**src/inc/usb_xcvr_ctl_pkg.sv**
```systemverilog
// constants for the usb transceiver control block: register map, fields, line codes
// assumes a 32-bit apb with byte addresses and one aligned word per register
package usb_xcvr_ctl_pkg;
   // ************************************************************
   // register offsets
   // ************************************************************
   localparam logic [7:0] ctl_off = 8'h40;
   localparam logic [7:0] irq_sts_off = 8'h44;
   localparam logic [7:0] irq_clr_off = 8'h48;
   localparam logic [7:0] irq_en_off = 8'h4c;
   // ************************************************************
   // control register fields
   // ************************************************************
   localparam int pd_dis_bit = 18;
   localparam int rst_cause_bit = 13;
   localparam int res_cause_bit = 12;
   localparam int filt_lo = 8;
   localparam int auto_res_bit = 7;
   localparam int conf_lo = 4;
   localparam logic pd_dis_rst = 1'b0;
   localparam logic [3:0] filt_rst = 4'h0;
   localparam logic auto_res_rst = 1'b0;
   localparam logic [2:0] conf_rst = 3'h0;
   // ************************************************************
   // interrupt status bits
   // ************************************************************
   localparam int ev_rst_bit = 0;
   localparam int ev_res_bit = 1;
   localparam int ev_ls_bit = 2;
   localparam int ev_w = 3;
   // ************************************************************
   // full-speed line state codes
   // ************************************************************
   localparam logic [1:0] ls_se0 = 2'h0;
   localparam logic [1:0] ls_j = 2'h1;
   localparam logic [1:0] ls_k = 2'h2;
endpackage

```
**src/rtl/usb_xcvr_ctl.sv**
```systemverilog
// control register between the usb interface unit and its transceiver, with line filter,
// suspend resume control and an interrupt set. assumes an apb master on the same clock.
// Notes on behaviour
// writing 1 to the pull-down disable bit turns off the transceiver pull-downs.
// an automatic resume caused by se0 sets the reset-cause flag until software writes 0.
// an automatic resume caused by k sets the resume-cause flag until software writes 0.
// each line state change is held 2 to the power n clocks before it passes on.
// with auto-resume set hardware resumes from suspend, otherwise software polls.
// the three config pins follow the three-bit config field and reset low.
// reserved control bits read zero and ignore writes.
//
// The APB slave port is this design's own decision.
`timescale 1ns/1ps
module usb_xcvr_ctl #(
   parameter int max_log2 = 15
) (
   input wire logic clock,
   input wire logic rst_n,
   input wire logic psel,
   input wire logic penable,
   input wire logic pwrite,
   input wire logic [7:0] paddr,
   input wire logic [31:0] pwdata,
   output logic [31:0] prdata,
   output logic pready,
   output logic pslverr,
   input wire logic [1:0] line_state,
   input wire logic suspend_req,
   output logic [1:0] line_state_filt,
   output logic resume_pulse,
   output logic pulldown_dis,
   output logic [2:0] transceiver_config_pins,
   output logic irq
);
   // ************************************************************
   // elaboration check
   // ************************************************************
   if (max_log2 < 1 || max_log2 > 15) begin : g_bad
      $error("max_log2 must lie in 1..15");
   end

   typedef enum logic [2:0] {
      st_awake = 3'h1,
      st_susp = 3'h2,
      st_wake = 3'h4
   } susp_t;

   // ************************************************************
   // state
   // ************************************************************
   logic pd_dis_r;
   logic rst_cause_r;
   logic res_cause_r;
   logic [3:0] filt_r;
   logic auto_res_r;
   logic [2:0] conf_r;
   logic [usb_xcvr_ctl_pkg::ev_w-1:0] sts_r;
   logic [usb_xcvr_ctl_pkg::ev_w-1:0] en_r;
   logic [1:0] ls_m_r;
   logic [1:0] ls_s_r;
   logic [1:0] cand_r;
   logic [1:0] lsf_r;
   logic [15:0] cnt_r;
   susp_t st_r;
   logic [31:0] prdata_r;
   logic pready_r;
   logic pslverr_r;
   logic resume_r;
   logic irq_r;

   // ************************************************************
   // apb decode
   // ************************************************************
   wire setup = psel && !penable;
   wire acc = psel && penable && pready_r;
   wire wr = acc && pwrite;
   wire hit_ctl = paddr == usb_xcvr_ctl_pkg::ctl_off;
   wire hit_sts = paddr == usb_xcvr_ctl_pkg::irq_sts_off;
   wire hit_clr = paddr == usb_xcvr_ctl_pkg::irq_clr_off;
   wire hit_en = paddr == usb_xcvr_ctl_pkg::irq_en_off;
   wire mapped = hit_ctl || hit_sts || hit_clr || hit_en;
   wire wr_ctl = wr && hit_ctl;
   // reserved bits are simply not stored, so they read zero
   wire [31:0] ctl_rd = {13'h0000, pd_dis_r, 4'h0, rst_cause_r, res_cause_r, filt_r,
                         auto_res_r, conf_r, 4'h0};
   wire [31:0] rd_mux = hit_ctl ? ctl_rd :
                        hit_sts ? {29'h0, sts_r} :
                        hit_en ? {29'h0, en_r} : 32'h0000_0000;

   // ************************************************************
   // line state filter
   // ************************************************************
   // pass count: 2**n cycles of a steady candidate before it is accepted
   wire [15:0] target = 16'h0001 << filt_r;
   wire cand_new = ls_s_r != cand_r;
   wire cand_take = !cand_new && (cand_r != lsf_r) && (cnt_r >= target - 16'h0001);
   wire ls_evt = cand_take;

   // ************************************************************
   // suspend controller
   // ************************************************************
   wire wake_seen = (lsf_r == usb_xcvr_ctl_pkg::ls_se0) || (lsf_r == usb_xcvr_ctl_pkg::ls_k);
   wire res_done = (st_r == st_wake);
   wire done_se0 = res_done && (lsf_r == usb_xcvr_ctl_pkg::ls_se0);
   wire done_k = res_done && (lsf_r == usb_xcvr_ctl_pkg::ls_k);
   susp_t st_nxt;
   always_comb begin
      st_nxt = st_r;
      unique case (st_r)
         st_awake: begin
            if (suspend_req) begin
               st_nxt = st_susp;
            end
         end
         st_susp: begin
            // without auto-resume the state waits for software to drop the request
            if (!suspend_req) begin
               st_nxt = st_awake;
            end else if (auto_res_r && wake_seen) begin
               st_nxt = st_wake;
            end
         end
         st_wake: begin
            st_nxt = st_awake;
         end
         default: begin
            st_nxt = st_awake;
         end
      endcase
   end

   // ************************************************************
   // interrupt status next values
   // ************************************************************
   wire [usb_xcvr_ctl_pkg::ev_w-1:0] ev = {ls_evt, done_k, done_se0};
   wire [usb_xcvr_ctl_pkg::ev_w-1:0] clr_m = (wr && hit_clr) ?
                                             pwdata[usb_xcvr_ctl_pkg::ev_w-1:0] : '0;
   // set beats a clear arriving in the same cycle
   wire [usb_xcvr_ctl_pkg::ev_w-1:0] sts_nxt = (sts_r & ~clr_m) | ev;
   wire [usb_xcvr_ctl_pkg::ev_w-1:0] en_nxt = (wr && hit_en) ?
                                             pwdata[usb_xcvr_ctl_pkg::ev_w-1:0] : en_r;

   // cause flags: software clears with a 0, a new cause wins over that write
   wire rst_cause_nxt = done_se0 ||
                        (rst_cause_r && !(wr_ctl && !pwdata[usb_xcvr_ctl_pkg::rst_cause_bit]));
   wire res_cause_nxt = done_k ||
                        (res_cause_r && !(wr_ctl && !pwdata[usb_xcvr_ctl_pkg::res_cause_bit]));

   // ************************************************************
   // apb answer registers
   // ************************************************************
   // zero wait: ready is registered from the setup cycle, so the access phase is one cycle
   always_ff @(posedge clock or negedge rst_n) begin
      if (!rst_n) begin
         pready_r <= 1'b0;
         pslverr_r <= 1'b0;
         prdata_r <= 32'h0000_0000;
      end else begin
         pready_r <= setup;
         pslverr_r <= setup && !mapped;
         prdata_r <= (setup && !pwrite) ? rd_mux : 32'h0000_0000;
      end
   end

   // ************************************************************
   // control register
   // ************************************************************
   always_ff @(posedge clock or negedge rst_n) begin
      if (!rst_n) begin
         pd_dis_r <= usb_xcvr_ctl_pkg::pd_dis_rst;
         filt_r <= usb_xcvr_ctl_pkg::filt_rst;
         auto_res_r <= usb_xcvr_ctl_pkg::auto_res_rst;
         conf_r <= usb_xcvr_ctl_pkg::conf_rst;
      end else if (wr_ctl) begin
         pd_dis_r <= pwdata[usb_xcvr_ctl_pkg::pd_dis_bit];
         filt_r <= pwdata[usb_xcvr_ctl_pkg::filt_lo +: 4];
         auto_res_r <= pwdata[usb_xcvr_ctl_pkg::auto_res_bit];
         conf_r <= pwdata[usb_xcvr_ctl_pkg::conf_lo +: 3];
      end
   end

   // cause flags and interrupt registers
   always_ff @(posedge clock or negedge rst_n) begin
      if (!rst_n) begin
         rst_cause_r <= 1'b0;
         res_cause_r <= 1'b0;
         sts_r <= '0;
         en_r <= '0;
         irq_r <= 1'b0;
      end else begin
         rst_cause_r <= rst_cause_nxt;
         res_cause_r <= res_cause_nxt;
         sts_r <= sts_nxt;
         en_r <= en_nxt;
         irq_r <= |(sts_nxt & en_nxt);
      end
   end

   // line synchroniser and filter
   always_ff @(posedge clock or negedge rst_n) begin
      if (!rst_n) begin
         ls_m_r <= usb_xcvr_ctl_pkg::ls_j;
         ls_s_r <= usb_xcvr_ctl_pkg::ls_j;
         cand_r <= usb_xcvr_ctl_pkg::ls_j;
         lsf_r <= usb_xcvr_ctl_pkg::ls_j;
         cnt_r <= 16'h0000;
      end else begin
         ls_m_r <= line_state;
         ls_s_r <= ls_m_r;
         if (cand_new) begin
            cand_r <= ls_s_r;
            cnt_r <= 16'h0000;
         end else if (cand_take) begin
            lsf_r <= cand_r;
            cnt_r <= 16'h0000;
         end else if (cand_r != lsf_r) begin
            cnt_r <= cnt_r + 16'h0001;
         end
      end
   end

   // suspend state and resume strobe
   always_ff @(posedge clock or negedge rst_n) begin
      if (!rst_n) begin
         st_r <= st_awake;
         resume_r <= 1'b0;
      end else begin
         st_r <= st_nxt;
         resume_r <= (st_nxt == st_wake);
      end
   end

   assign prdata = prdata_r;
   assign pready = pready_r;
   assign pslverr = pslverr_r;
   assign line_state_filt = lsf_r;
   assign resume_pulse = resume_r;
   assign pulldown_dis = pd_dis_r;
   assign transceiver_config_pins = conf_r;
   assign irq = irq_r;

   // ************************************************************
   // assertion helpers
   // ************************************************************
   // age of the synchronised line value, kept apart from the filter so its timing is judged
   logic [1:0] ls_d_r;
   logic [16:0] age_r;
   wire [16:0] hold_min = 17'h00001 << filt_r;
   always_ff @(posedge clock or negedge rst_n) begin
      if (!rst_n) begin
         ls_d_r <= usb_xcvr_ctl_pkg::ls_j;
         age_r <= 17'h00000;
      end else begin
         ls_d_r <= ls_s_r;
         if (ls_s_r != ls_d_r) begin
            age_r <= 17'h00000;
         end else if (age_r != 17'h1ffff) begin
            age_r <= age_r + 17'h00001; // saturates so a long idle never wraps to young
         end
      end
   end

   // ************************************************************
   // assertions
   // ************************************************************
   a_pulldown_follow: assert property (@(posedge clock) disable iff (!rst_n)
      wr_ctl |=> pulldown_dis == $past(pwdata[usb_xcvr_ctl_pkg::pd_dis_bit]))
      else $error("pull-down disable does not follow write");
   a_rst_cause_set: assert property (@(posedge clock) disable iff (!rst_n)
      done_se0 |=> rst_cause_r)
      else $error("reset cause not set after se0 resume");
   a_rst_cause_hold: assert property (@(posedge clock) disable iff (!rst_n)
      rst_cause_r && !wr_ctl |=> rst_cause_r)
      else $error("reset cause dropped without a write");
   a_res_cause_set: assert property (@(posedge clock) disable iff (!rst_n)
      done_k ##1 !wr_ctl |-> res_cause_r)
      else $error("resume cause not set after k resume");
   a_filter_hold: assert property (@(posedge clock) disable iff (!rst_n)
      $changed(lsf_r) |-> lsf_r == ls_d_r && age_r >= $past(hold_min))
      else $error("filtered line state changed too early");
   a_no_auto_wake: assert property (@(posedge clock) disable iff (!rst_n)
      !auto_res_r && st_r == st_susp |=> !resume_pulse)
      else $error("hardware resumed while auto-resume off");
   a_auto_wake: assert property (@(posedge clock) disable iff (!rst_n)
      st_r == st_susp && auto_res_r && wake_seen && suspend_req |=> resume_pulse ##1 !resume_pulse)
      else $error("auto resume did not pulse once");
   a_config_pins: assert property (@(posedge clock) disable iff (!rst_n)
      wr_ctl |=> transceiver_config_pins == $past(pwdata[usb_xcvr_ctl_pkg::conf_lo +: 3]))
      else $error("config pins differ from written field");
   a_config_hold: assert property (@(posedge clock) disable iff (!rst_n)
      !wr_ctl |=> $stable(transceiver_config_pins))
      else $error("config pins moved without a write");
   a_pulldown_hold: assert property (@(posedge clock) disable iff (!rst_n)
      !wr_ctl |=> $stable(pulldown_dis))
      else $error("pull-down disable moved without a write");
   a_res_cause_hold: assert property (@(posedge clock) disable iff (!rst_n)
      res_cause_r && !wr_ctl |=> res_cause_r)
      else $error("resume cause dropped without a write");
   a_rst_status: assert property (@(posedge clock) disable iff (!rst_n)
      done_se0 |=> sts_r[usb_xcvr_ctl_pkg::ev_rst_bit])
      else $error("se0 resume did not raise its status bit");
   a_res_status: assert property (@(posedge clock) disable iff (!rst_n)
      done_k |=> sts_r[usb_xcvr_ctl_pkg::ev_res_bit])
      else $error("k resume did not raise its status bit");
   a_reserved_zero: assert property (@(posedge clock) disable iff (!rst_n)
      pready && hit_ctl && !pwrite |-> (prdata & 32'hfffb_c00f) == 32'h0000_0000)
      else $error("reserved control bits read non-zero");
   c_se0_resume: cover property (@(posedge clock) disable iff (!rst_n) done_se0);
   c_k_resume: cover property (@(posedge clock) disable iff (!rst_n) done_k);
   c_irq_raise: cover property (@(posedge clock) disable iff (!rst_n) $rose(irq));
   c_line_accept: cover property (@(posedge clock) disable iff (!rst_n) ls_evt);
   c_poll_wake: cover property (@(posedge clock) disable iff (!rst_n)
      !auto_res_r && st_r == st_susp && wake_seen);
endmodule // usb_xcvr_ctl

```
**config.mk**
```make
export PLATFORM = sky130hd
export DESIGN_NAME = usb_xcvr_ctl
export DESIGN_NICKNAME = d
export VERILOG_FILES = /design/src/inc/usb_xcvr_ctl_pkg.sv /design/src/rtl/usb_xcvr_ctl.sv
export SDC_FILE = /design/constraint.sdc
export NUM_CORES = 1
export LEC_CHECK = 0
export ABC_AREA = 1
export BUFFER_PORTS_ARGS = -buffer_cell sky130_fd_sc_hd__buf_2
export CORE_ASPECT_RATIO = 2
export CORE_MARGIN = 2
export CORE_UTILIZATION = 50
export CTS_CLUSTER_SIZE = 20
export DETAILED_ROUTE_END_ITERATION = 10
export PLACE_DENSITY = 0.76
export SLEW_MARGIN = 20
export SYNTH_ARGS = -nofsm -noshare
export SYNTH_HDL_FRONTEND = slang
export SYNTH_SLANG_ARGS = --single-unit
```
**constraint.sdc**
```tcl
create_clock -name clock -period 4.28 [get_ports clock]
set_input_delay 0.642 -clock clock [delete_from_list [all_inputs] [get_ports clock]]
set_output_delay 0.642 -clock clock [all_outputs]
set_load 0.005 [all_outputs]
```
# Word level (Yosys, flattened, before mapping)
# Index checks and enable logic that the tools add are counted.
[classes] reduce_logical=36 add_sub_neg=2 bitwise_logic=5 order_cmp=1 mux=13 shifts=1 n_eq_ne=11
[op_table] operator="$mux W16" count=3
[op_table] operator="$mux W19" count=2
[op_table] operator="$eq A8 B7 Y1 const B" count=4
[op_table] operator="$mux W3" count=7
[op_table] operator="$logic_and A1 B1 Y1" count=18
[op_table] operator="$add A16 B1 Y16 const B" count=1
[op_table] operator="$ge A16 B16 Y1" count=1
[op_table] operator="$shl A1 B4 Y16 const A" count=1
[op_table] operator="$sub A16 B1 Y16 const B" count=1
[op_table] operator="$logic_not A1 Y1" count=8
[op_table] operator="$and A3 B3 Y3" count=2
[op_table] operator="$eq A3 B3 Y1 const B" count=2
[op_table] operator="$logic_or A1 B1 Y1" count=6
[op_table] operator="$pmux W3 S2" count=1
[op_table] operator="$ne A2 B2 Y1" count=2
[op_table] operator="$eq A3 B1 Y1 const B" count=1
[op_table] operator="$eq A3 B2 Y1 const B" count=1
[op_table] operator="$not A3 Y3" count=1
[op_table] operator="$or A3 B3 Y3" count=1
[op_table] operator="$reduce_bool A3 Y1" count=1
[op_table] operator="$reduce_or A3 Y1" count=1
[op_table] operator="$eq A2 B2 Y1 const B" count=1
[op_table] operator="$logic_not A2 Y1" count=1
[op_table] operator="$reduce_and A2 Y1" count=1
[op_table] operator="$not A1 Y1" count=1
[word_totals] output_inout_bits=42 in_bits=48 word_cells=88 ff_bits=67

# Longest topological paths before layout
# Gate-level depths: netlist of run 1.
[depth] ltp_word=10 depth_mapped=22 depth_no_buf=21

# Worst setup path before layout of run 1
# OpenSTA, ideal clock, no wires.
[synth_timing] path_kind="flip-flop to flip-flop" from="register filt_r[2]" to="register irq_r (netlist: irq)" setup_slack_ps=1770 t_arrival_ps=2394 path_stages_with_launch=23 period_less_slack_ps=2510 t_required_ps=4164 setup_ps=116 path_cell_list="dfrtp_1 > buf_2 > nor2_1 > inv_1 > nor2_1 > nand2_1 > ha_1 > nand3_1 > a31oi_1 > xor2_1 > ha_1 > nand2_1 > inv_1 > nand2_1 > nand2_1 > nor2_1 > nand2_1 > nand2_1 > nand2_1 > nand2_1 > nand2_1 > nand2_1 > nand2_1"
[synth_via] elab_chain_len=7
[synth_lines] element="from (decl)" line_no="usb_xcvr_ctl.sv:54" rtl="logic [3:0] filt_r;"
[synth_lines] element="from (signal assigned)" line_no="usb_xcvr_ctl.sv:171" rtl="filt_r <= usb_xcvr_ctl_pkg::filt_rst;"
[synth_lines] element="from (signal assigned)" line_no="usb_xcvr_ctl.sv:176" rtl="filt_r <= pwdata[usb_xcvr_ctl_pkg::filt_lo +: 4];"
[synth_lines] element="$shl A1 B4 Y16" line_no="usb_xcvr_ctl.sv:94" rtl="wire [15:0] target = 16'h0001 << filt_r;"
[synth_lines] element="$sub A16 B1 Y16" line_no="usb_xcvr_ctl.sv:96" rtl="wire cand_take = !cand_new && (cand_r != lsf_r) && (cnt_r >= target - 16'h0001);"
[synth_lines] element="$ge A16 B16 Y1" line_no="usb_xcvr_ctl.sv:96"
[synth_lines] element="$logic_and A1 B1 Y1" line_no="usb_xcvr_ctl.sv:96"
[synth_lines] element="$or A3 B3 Y3" line_no="usb_xcvr_ctl.sv:139" rtl="wire [usb_xcvr_ctl_pkg::ev_w-1:0] sts_nxt = (sts_r & ~clr_m) | ev;"
[synth_lines] element="named net sts_nxt, one bit" line_no="usb_xcvr_ctl.sv:139"
[synth_lines] element="$and A3 B3 Y3" line_no="usb_xcvr_ctl.sv:195" rtl="irq_r <= |(sts_nxt & en_nxt);"
[synth_lines] element="$reduce_or A3 Y1" line_no="usb_xcvr_ctl.sv:195"
[synth_lines] element="to (signal assigned)" line_no="usb_xcvr_ctl.sv:195"
[synth_lines] element="to (decl)" line_no="usb_xcvr_ctl.sv:69" rtl="logic irq_r;"
# The timed path passes the listed nets, and every way through them passes these cells.
# A chain may end at the register's enable or synchronous reset.

# Worst setup path in the final report of run 1
[layout_timing] from="register filt_r[2]" to="register cnt_r[15]"
[layout_via] elab_chain_len=6
[layout_lines] element="$shl A1 B4 Y16 *" line_no="usb_xcvr_ctl.sv:94"
[layout_lines] element="$sub A16 B1 Y16 *" line_no="usb_xcvr_ctl.sv:96"
[layout_lines] element="$ge A16 B16 Y1 *" line_no="usb_xcvr_ctl.sv:96"
[layout_lines] element="$logic_and A1 B1 Y1 *" line_no="usb_xcvr_ctl.sv:96"
[layout_lines] element="$mux W16" line_no="usb_xcvr_ctl.sv:213" rtl="end else if (cand_take) begin"
[layout_lines] element="$mux W16" line_no="usb_xcvr_ctl.sv:210" rtl="if (cand_new) begin"
[layout_lines] element="to (signal assigned)" line_no="usb_xcvr_ctl.sv:217" rtl="cnt_r <= cnt_r + 16'h0001;"
[layout_lines] element="to (decl)" line_no="usb_xcvr_ctl.sv:63" rtl="logic [15:0] cnt_r;"
# Every way passes the cells marked *; elsewhere a longest branch is shown, timed or not.

==> impl_metrics.csv, run 1 <==
group,metric,value,unit
status,status,"finished, final reports clean",
die,core_region_area,6620,um^2
place,placed_cells,544,
pwr,power.leakage,2.11,nW
logic_synthesis,synth_cell_type_count,35,
die,die_h,121,um
clock_network,htreeDepth,3,
clock_network,worst_skew_pair.late_latency,0.32,ns
place,hpwlAfterDp,5.42,mm
logic_synthesis,synth_seq_area_share,45.2,%
setup_path,slowest_stage,"dfrtp_1",
grt,grt_pass1_wl,11.9,mm
logic_synthesis,avgSynthCellArea,8.37,um^2
routing,drtAntennaViolNets,0,
logic_synthesis,syn_inst,412,
place,io_buffers,53,
clock_network,clockBufferDepth,2,
clock_network,post_cts_buffers,0,
routing,via_count,2781,
sta,finalSetupViolCount,0,
die,die_w,62.7,um
setup_path,worst_path_most_repeated_cell,"nand2_1",
sta,fin_ws,1.28,ns
sta,finalHoldViolCount,0,
final_layout,final_nets,533,
min_path,worstHoldPathCells,0,
final_layout,area_growth,15.5,%
pwr,total_power,0.00143,W
setup_path,worstPathCellList,"nor2_1 > inv_1 > nor2_1 > nand2_1 > ha_1 > nand3_1 > a31oi_1 > xor2_1 > ha_1 > nand2_1 > inv_1 > nand2_1 > nand2_1 > nor2_1 > nand2_1 > nand2_1 > nand3_4 > nor2_1 > nand2_1 > nand2_1",
logic_synthesis,async_flop_share,100,%
clock_network,cts.sinks,62,
routing,dr.pass1.iters,4,
logic_synthesis,synth_warnings,0,
grt,grt_overflow,0,
setup_path,r2r-end,"cnt_r[15]",
routing,drc,0,
routing,drt_iter0_markers,102,
setup_path,r2r_setup_slack,1.28,ns
clock_network,cts_tree,"yes",
run,maxCapViolCount,0,
setup_path,cpPeakStageDelay,0.51,ns
sta,rsz0062_at_grt,"false",
sta,period_minus_slack,3.00,ns
setup_path,critPathKind,"flop to flop",
sta,worst_pin_slew,0.738,ns
routing,drt_wl_total,7.21,mm
setup_path,cp_max_fo,15,
final_layout,final_cells,560,
grt,antenna_found_initial,0,
die,dieArea,7610,um^2
clock_network,clockRootBuffer,"clkbuf_16",
logic_synthesis,synth_edf_count,0,
die,ios,90,
place,dp_worst_setup_slack,1.35,ns
clock_network,clk_pin_slew_worst_paths,0.05,ns
die,start_util,52.1,%
sta,drv_slew,0,
setup_path,crit_path_start_kind,"flop",
sta,tns,0,ns
clock_network,cts_resized,0,
setup_path,cp-end-kind,"flop",
min_path,hp-start,"ls_m_r[0]",
routing,wl_per_cell,12.9,um
setup_path,worstPathArrival,3.26,ns
setup_path,reg2regPathDepth,20,
sta,fmax,333,MHz
min_path,hold_class,"flop to flop",
pwr,p_per_area,358,nW/um^2
place,gp_congestion,0.888,
logic_synthesis,ys_ff_latch,62,
setup_path,reg2reg_from,"filt_r[2]",
final_layout,drive_above_1_share,20.3,%
pwr,vdd_drop_max,0.336,mV
grt,track_usage,20.4,%
grt,grt_pass1_vias,2726,
die,num_rows,42,
sta,slew_headroom,50.8,%
sta,skew,0.00404,ns
clock_network,numCtsBuffers,9,
final_layout,n_antenna_cell,0,
routing,viasPerCell,4.97,
grt,grt_start_max_net_pins,34,
clock_network,cts_hold_buf,0,
sta,min_period_over_period,70.1,%
setup_path,crit_required,4.54,ns
min_path,min_delay_worst_endpoint,"ls_s_r[0]",
logic_synthesis,syn_area,3450,um^2
logic_synthesis,ys.flop_type,"dfrtp_1",
## cell usage in the layout (no fill, tap or decap), drive strengths merged
cell type	instances
a21oi	16
xnor2	5
bufinv	1
nor2	41
a211oi	1
conb	19
o211ai	1
o21ai	29
nor3	7
xor2	10
inv	45
nand4	8
clkinv	5
nand3	22
or2	2
buf	54
dfstp	5
ha	18
a31oi	3
dfrtp	57
o21bai	1
clkbuf	11
nand2	111
## per-layer routing
metal,routed length [um],GRT usage [%],vias up
met2,4040,38.4,75
met3,331,4.36,20
met4,250,11.5,0
met5,0,0,-
met1,2580,20.0,1304
li1,-,-,1382
## worst max path at each step
stage	slack, ns	cells after the start	to	start
floorplan	1.77	22	irq	filt_r[2]
global placement	1.46	20	cnt_r[15]	filt_r[2]
detailed placement	1.35	20	cnt_r[15]	filt_r[2]
CTS	1.34	20	cnt_r[15]	filt_r[2]
global route	1.01	18	cnt_r[2]	filt_r[2]
finish	1.28	20	cnt_r[15]	filt_r[2]
## registers in the layout, indices dropped and copies added (netlist names), 2 cells and up
signal / cells
prdata: 14
filt_r: 4
cnt_r: 16
en_r: 3
sts_r: 3
ls_m_r: 2
ls_s_r: 2
cand_r: 2
transceiver_config_pins: 3
line_state_filt: 2
st_r: 3
## power breakdown
group	internal, W	switching [W]	total, W
Clock	0.000446	0.000237	0.000683
Sequential	0.000618	0.0000142	0.000632
Combinational	0.0000385	0.0000720	0.000111
Total	0.00110	0.000324	0.00143
## cells in the mapped netlist (2+ instances only)
cell type | n | area [um^2]
a21oi_1 | 15 | 75.1
a31oi_1 | 3 | 18.8
buf_2 | 4 | 20.0
buf_4 | 18 | 135
buf_6 | 3 | 33.8
clkbuf_1 | 2 | 7.51
conb_1 | 2 | 7.51
dfrtp_1 | 57 | 1430
dfstp_2 | 5 | 131
ha_1 | 18 | 225
inv_1 | 45 | 169
nand2_1 | 110 | 413
nand3_1 | 19 | 95.1
nand3_2 | 2 | 20.0
nand4_1 | 8 | 50.1
nor2_1 | 37 | 139
nor2_2 | 2 | 12.5
nor2_4 | 2 | 22.5
nor3_1 | 6 | 30.0
o21ai_0 | 13 | 65.1
o21ai_1 | 6 | 30.0
o21ai_2 | 10 | 87.6
xnor2_1 | 5 | 43.8
xor2_1 | 9 | 78.8
## per-stage QoR
stage | util (%) | instance area (um^2) | hold slack, ns
after floorplan | - | 3510 | 0.331
after global placement | 55.8 | 3700 | 0.334
after detailed placement | 55.8 | 3700 | 0.347
after CTS | 60.1 | 3980 | 0.357
after global routing | 60.1 | 3980 | 0.362
final | 60.1 | 3980 | 0.355
## layout make-up
cell class,count,area [um^2]
Tap cell,88,110
Multi-Input combinational cell,294,1580
Clock inverter,5,50.0
Clock buffer,11,233
Inverter,46,173
Sequential cell,62,1560
Fill cell,631,2640
Timing Repair Buffer,54,273
## cell families (layout without fill, tap and decap cells)
kind of cell	count (synthesis)	count (layout)	synth area share (%)
flops	62	62	45.2
compound gates	51	51	9.29
fa+ha+maj	18	18	6.53
simple gates	191	191	24.0
xor+xnor	15	15	4.03
buf+inv	73	116	10.7
other cells	2	19	0.218
## worst max-delay path, delay by kind of cell (launching register included)
family / cells / cell delay (ns)
fa+ha+maj: 2 / 0.54
buf+inv: 2 / 0.15
flops: 1 / 0.51
xor+xnor: 1 / 0.27
simple gates: 14 / 1.31
compound gates: 1 / 0.17
Power figures use the tool's default switching activity.
==> run 2, diff against run 1 <==
--- a/config.mk
+++ b/config.mk
@@ -5,7 +5,7 @@
 export SDC_FILE = /design/constraint.sdc
 export NUM_CORES = 1
 export LEC_CHECK = 0
-export ABC_AREA = 1
+export ABC_AREA = 0
 export BUFFER_PORTS_ARGS = -buffer_cell sky130_fd_sc_hd__buf_2
 export CORE_ASPECT_RATIO = 2
 export CORE_MARGIN = 2
==> constraint.sdc (replaced) <==
create_clock -name clock -period 2.8 [get_ports clock]
set_input_delay 0.42 -clock clock [delete_from_list [all_inputs] [get_ports clock]]
set_output_delay 0.42 -clock clock [all_outputs]
set_load 0.005 [all_outputs]
==> impl_metrics.csv, run 2 <==
group,metric,value,unit
status,status,"complete, but fails checks",
status,violations,"setup timing",
routing,via_count,2958,
pwr,seq_power_share,40.8,%
routing,drtAntennaViolNets,0,
pwr,clock_power_share,46.8,%
sta,rsz0062_at_grt,"true",
routing,viasPerCell,5.67,
routing,wl_per_cell,15.6,um
setup_path,cpPeakStageDelay,0.54,ns
final_layout,post-route-util,64.4,%
grt,grt_start_max_net_pins,39,
min_path,worstHoldPathCells,1,
place,dp_worst_setup_slack,-0.375,ns
routing,drc,0,
logic_synthesis,avgSynthCellArea,10.0,um^2
grt,grt_pass1_wl,13.1,mm
final_layout,final_cell_mix,"57 x dfrtp_1, 53 x buf_2, 25 x buf_4",
clock_network,cts_tree,"yes",
logic_synthesis,yosys-top-cells-count,"57 x dfrtp_1, 24 x nand2_1, 19 x buf_4",
sta,worst_pin_slew,0.942,ns
clock_network,numCtsBuffers,9,
sta,fin_ws,-0.390,ns
sta,min_period_over_period,114,%
pwr,total_power,0.00242,W
logic_synthesis,ys_ff_latch,62,
grt,grtUsageMet2,42.4,%
logic_synthesis,synth_cell_type_count,54,
setup_path,worstPathArrival,3.41,ns
clock_network,worst_skew_pair.late_latency,0.34,ns
logic_synthesis,synth_area_leaders,"dfrtp_1 40%, ha_1 6.4%, buf_4 4.0%",
logic_synthesis,synth_top_cell_area_share,40.5,%
sta,slew_headroom,36.3,%
logic_synthesis,yosys.area.top_type,"dfrtp_1",
clock_network,clk_pin_slew_worst_paths,0.05,ns
setup_path,slowest_stage,"or4_4",
final_layout,final_common_cell,"dfrtp_1",
routing,drt_iter0_markers,202,
grt,grt_pass1_vias,2968,
grt,grt_overflow,0,
grt,antenna_found_initial,0,
sta,skew,0.00589,ns
die,core_region_area,6890,um^2
setup_path,worst_path_most_repeated_cell,"buf_4",
clock_network,cts.sinks,62,
pwr,power.switching,0.000616,W
setup_path,cp-end-kind,"flop",
place,hpwlAfterDp,5.87,mm
setup_path,r2r-end,"line_state_filt[1]",
final_layout,drive_above_1_share,32.6,%
sta,period_minus_slack,3.19,ns
setup_path,reg2reg_from,"filt_r[1]",
sta,whs,0.187,ns
grt,track_usage,22.1,%
sta,finalHoldViolCount,0,
sta,drv_slew,0,
setup_path,worstPathCellList,"nor3_4 > nand2b_1 > ha_4 > buf_4 > buf_4 > a21o_1 > a32oi_1 > ha_1 > nand2_1 > or4_4 > a21oi_4 > o31a_1 > mux2_4",
die,dieArea,7770,um^2
pwr,intPower,0.00181,W
logic_synthesis,syn_inst,352,
setup_path,cp_max_fo,4,
grt,grt-busiest-layer,"met2",
setup_path,reg2regPathDepth,13,
setup_path,crit_required,3.02,ns
min_path,min_delay_worst_endpoint,"ls_m_r[0]",
logic_synthesis,synth_warnings,0,
final_layout,final_nets,493,
pwr,power.leakage,2.13,nW
logic_synthesis,ys.flop_type,"dfrtp_1",
sta,finalSetupViolCount,20,
min_path,hold_class,"input pin to flop",
die,die_h,123,um
clock_network,htreeDepth,3,
place,io_buffers,53,
logic_synthesis,async_flop_share,100,%
pwr,combPwrFrac,12.3,%
setup_path,critPathKind,"flop to flop",
grt,use_met3,5.77,%
routing,dr.pass1.iters,4,
final_layout,n_antenna_cell,0,
sta,fmax,314,MHz
die,start_util,51.1,%
clock_network,clockBufferDepth,2,
logic_synthesis,synth_edf_count,0,
pwr,swShare,25.4,%
logic_synthesis,synth_seq_area_share,44.2,%
die,die_w,63.3,um
final_layout,area_growth,26.0,%
die,num_rows,43,
setup_path,crit_path_start_kind,"flop",
logic_synthesis,synth.most_common_cell,"dfrtp_1",
min_path,hp-start,"line_state[0]",
setup_path,r2r_setup_slack,-0.39,ns
final_layout,largest_register,"cnt_r",
place,gp_congestion,0.808,
logic_synthesis,syn_area,3520,um^2
grt,met1_usage,19.9,%
routing,drt_wl_total,8.17,mm
die,ios,90,
run,maxCapViolCount,0,
final_layout,largest_register_ffs,16,
pwr,p_per_area,546,nW/um^2
pwr,vdd_drop_max,0.342,mV
clock_network,clockRootBuffer,"clkbuf_16",
==> run 2: cell count changes in the layout (fill, tap and decap cells not counted), sizes merged, moves of 12 or more <==
cell	delta
o21ai	-14
nand3	-17
buf	+29
nand2	-86
mux2	+12
inv	-33
and2	+13
nor2	-27
==> run 2: power by group through the flow <==
stage          combinational, W  sequential [W]  clock [W]
6_report               0.000299        0.000990    0.00114
5_1_grt                0.000324        0.000996    0.00119
4_1_cts                0.000274        0.000988    0.00115
3_5_place_dp           0.000261         0.00100          0
3_3_place_gp           0.000252        0.000999          0
2_1_floorplan          0.000199        0.000969          0
==> run 2: stage by stage <==
| step | setup TNS (ns) | cells | instance area, um^2 |
|---|---|---|---|
| 6_report | -6.58 | 522 | 4440 |
| 4_1_cts | -6.44 | 520 | 4350 |
| 2_1_floorplan | -4.23 | 369 | 3640 |
| 3_3_place_gp | -4.70 | 497 | 3950 |
| 5_1_grt | -9.93 | 522 | 4440 |
| 3_5_place_dp | -5.79 | 497 | 3950 |
==> run 2: logic make-up (layout without fill, tap and decap cells) <==
family / Yosys count / after routing / share of synthesized area [%]
DFF: 62 / 62 / 44.2
muxes: 16 / 16 / 4.97
and+or+nand+nor: 123 / 123 / 19.9
buffers and inverters: 49 / 112 / 7.64
adders and majority gates: 18 / 18 / 6.39
AOI/OAI and AO/OA: 76 / 76 / 15.2
xor gates and xnor gates: 6 / 6 / 1.49
other: 2 / 19 / 0.213
==> run 2: per-layer routing <==
layer	up-vias	wire, um
met1	1429	2800
met4	0	371
met2	105	4600
met5	-	0
met3	33	397
li1	1391	-
==> run 2: worst max-delay path by stage <==
stage / start / to
4_1_cts: filt_r[2] / cnt_r[2]
3_3_place_gp: filt_r[2] / line_state_filt[1]
5_1_grt: filt_r[1] / line_state_filt[1]
6_report: filt_r[1] / line_state_filt[1]
3_5_place_dp: filt_r[2] / line_state_filt[1]
2_1_floorplan: filt_r[3] / line_state_filt[1]
==> run 2: critical path: cells and delay by family (launching register included) <==
family | cells | cell delay, ns
and+or+nand+nor | 4 | 1.00
AOI/OAI and AO/OA | 4 | 0.74
DFF | 1 | 0.40
adders and majority gates | 2 | 0.34
muxes | 1 | 0.31
buffers and inverters | 2 | 0.26
==> run 2: area by class of cell <==
type                            instances  area, um^2
Inverter                               12        45.0
Sequential cell                        62        1560
Clock inverter                          5        57.6
Timing Repair Buffer                   84         532
Multi-Input combinational cell        258        1880
Clock buffer                           11         253
Fill cell                             534        2450
Tap cell                               90         113
==> run 2: timing repair <==
item	in CTS	in global routing
cloned	1	0
buffers inserted	6	3
pin swaps	3	3
hold endpoints to repair	6	0
endpoints found under the setup margin	20	20
gates resized for setup	7	15
hold buffers	1	0
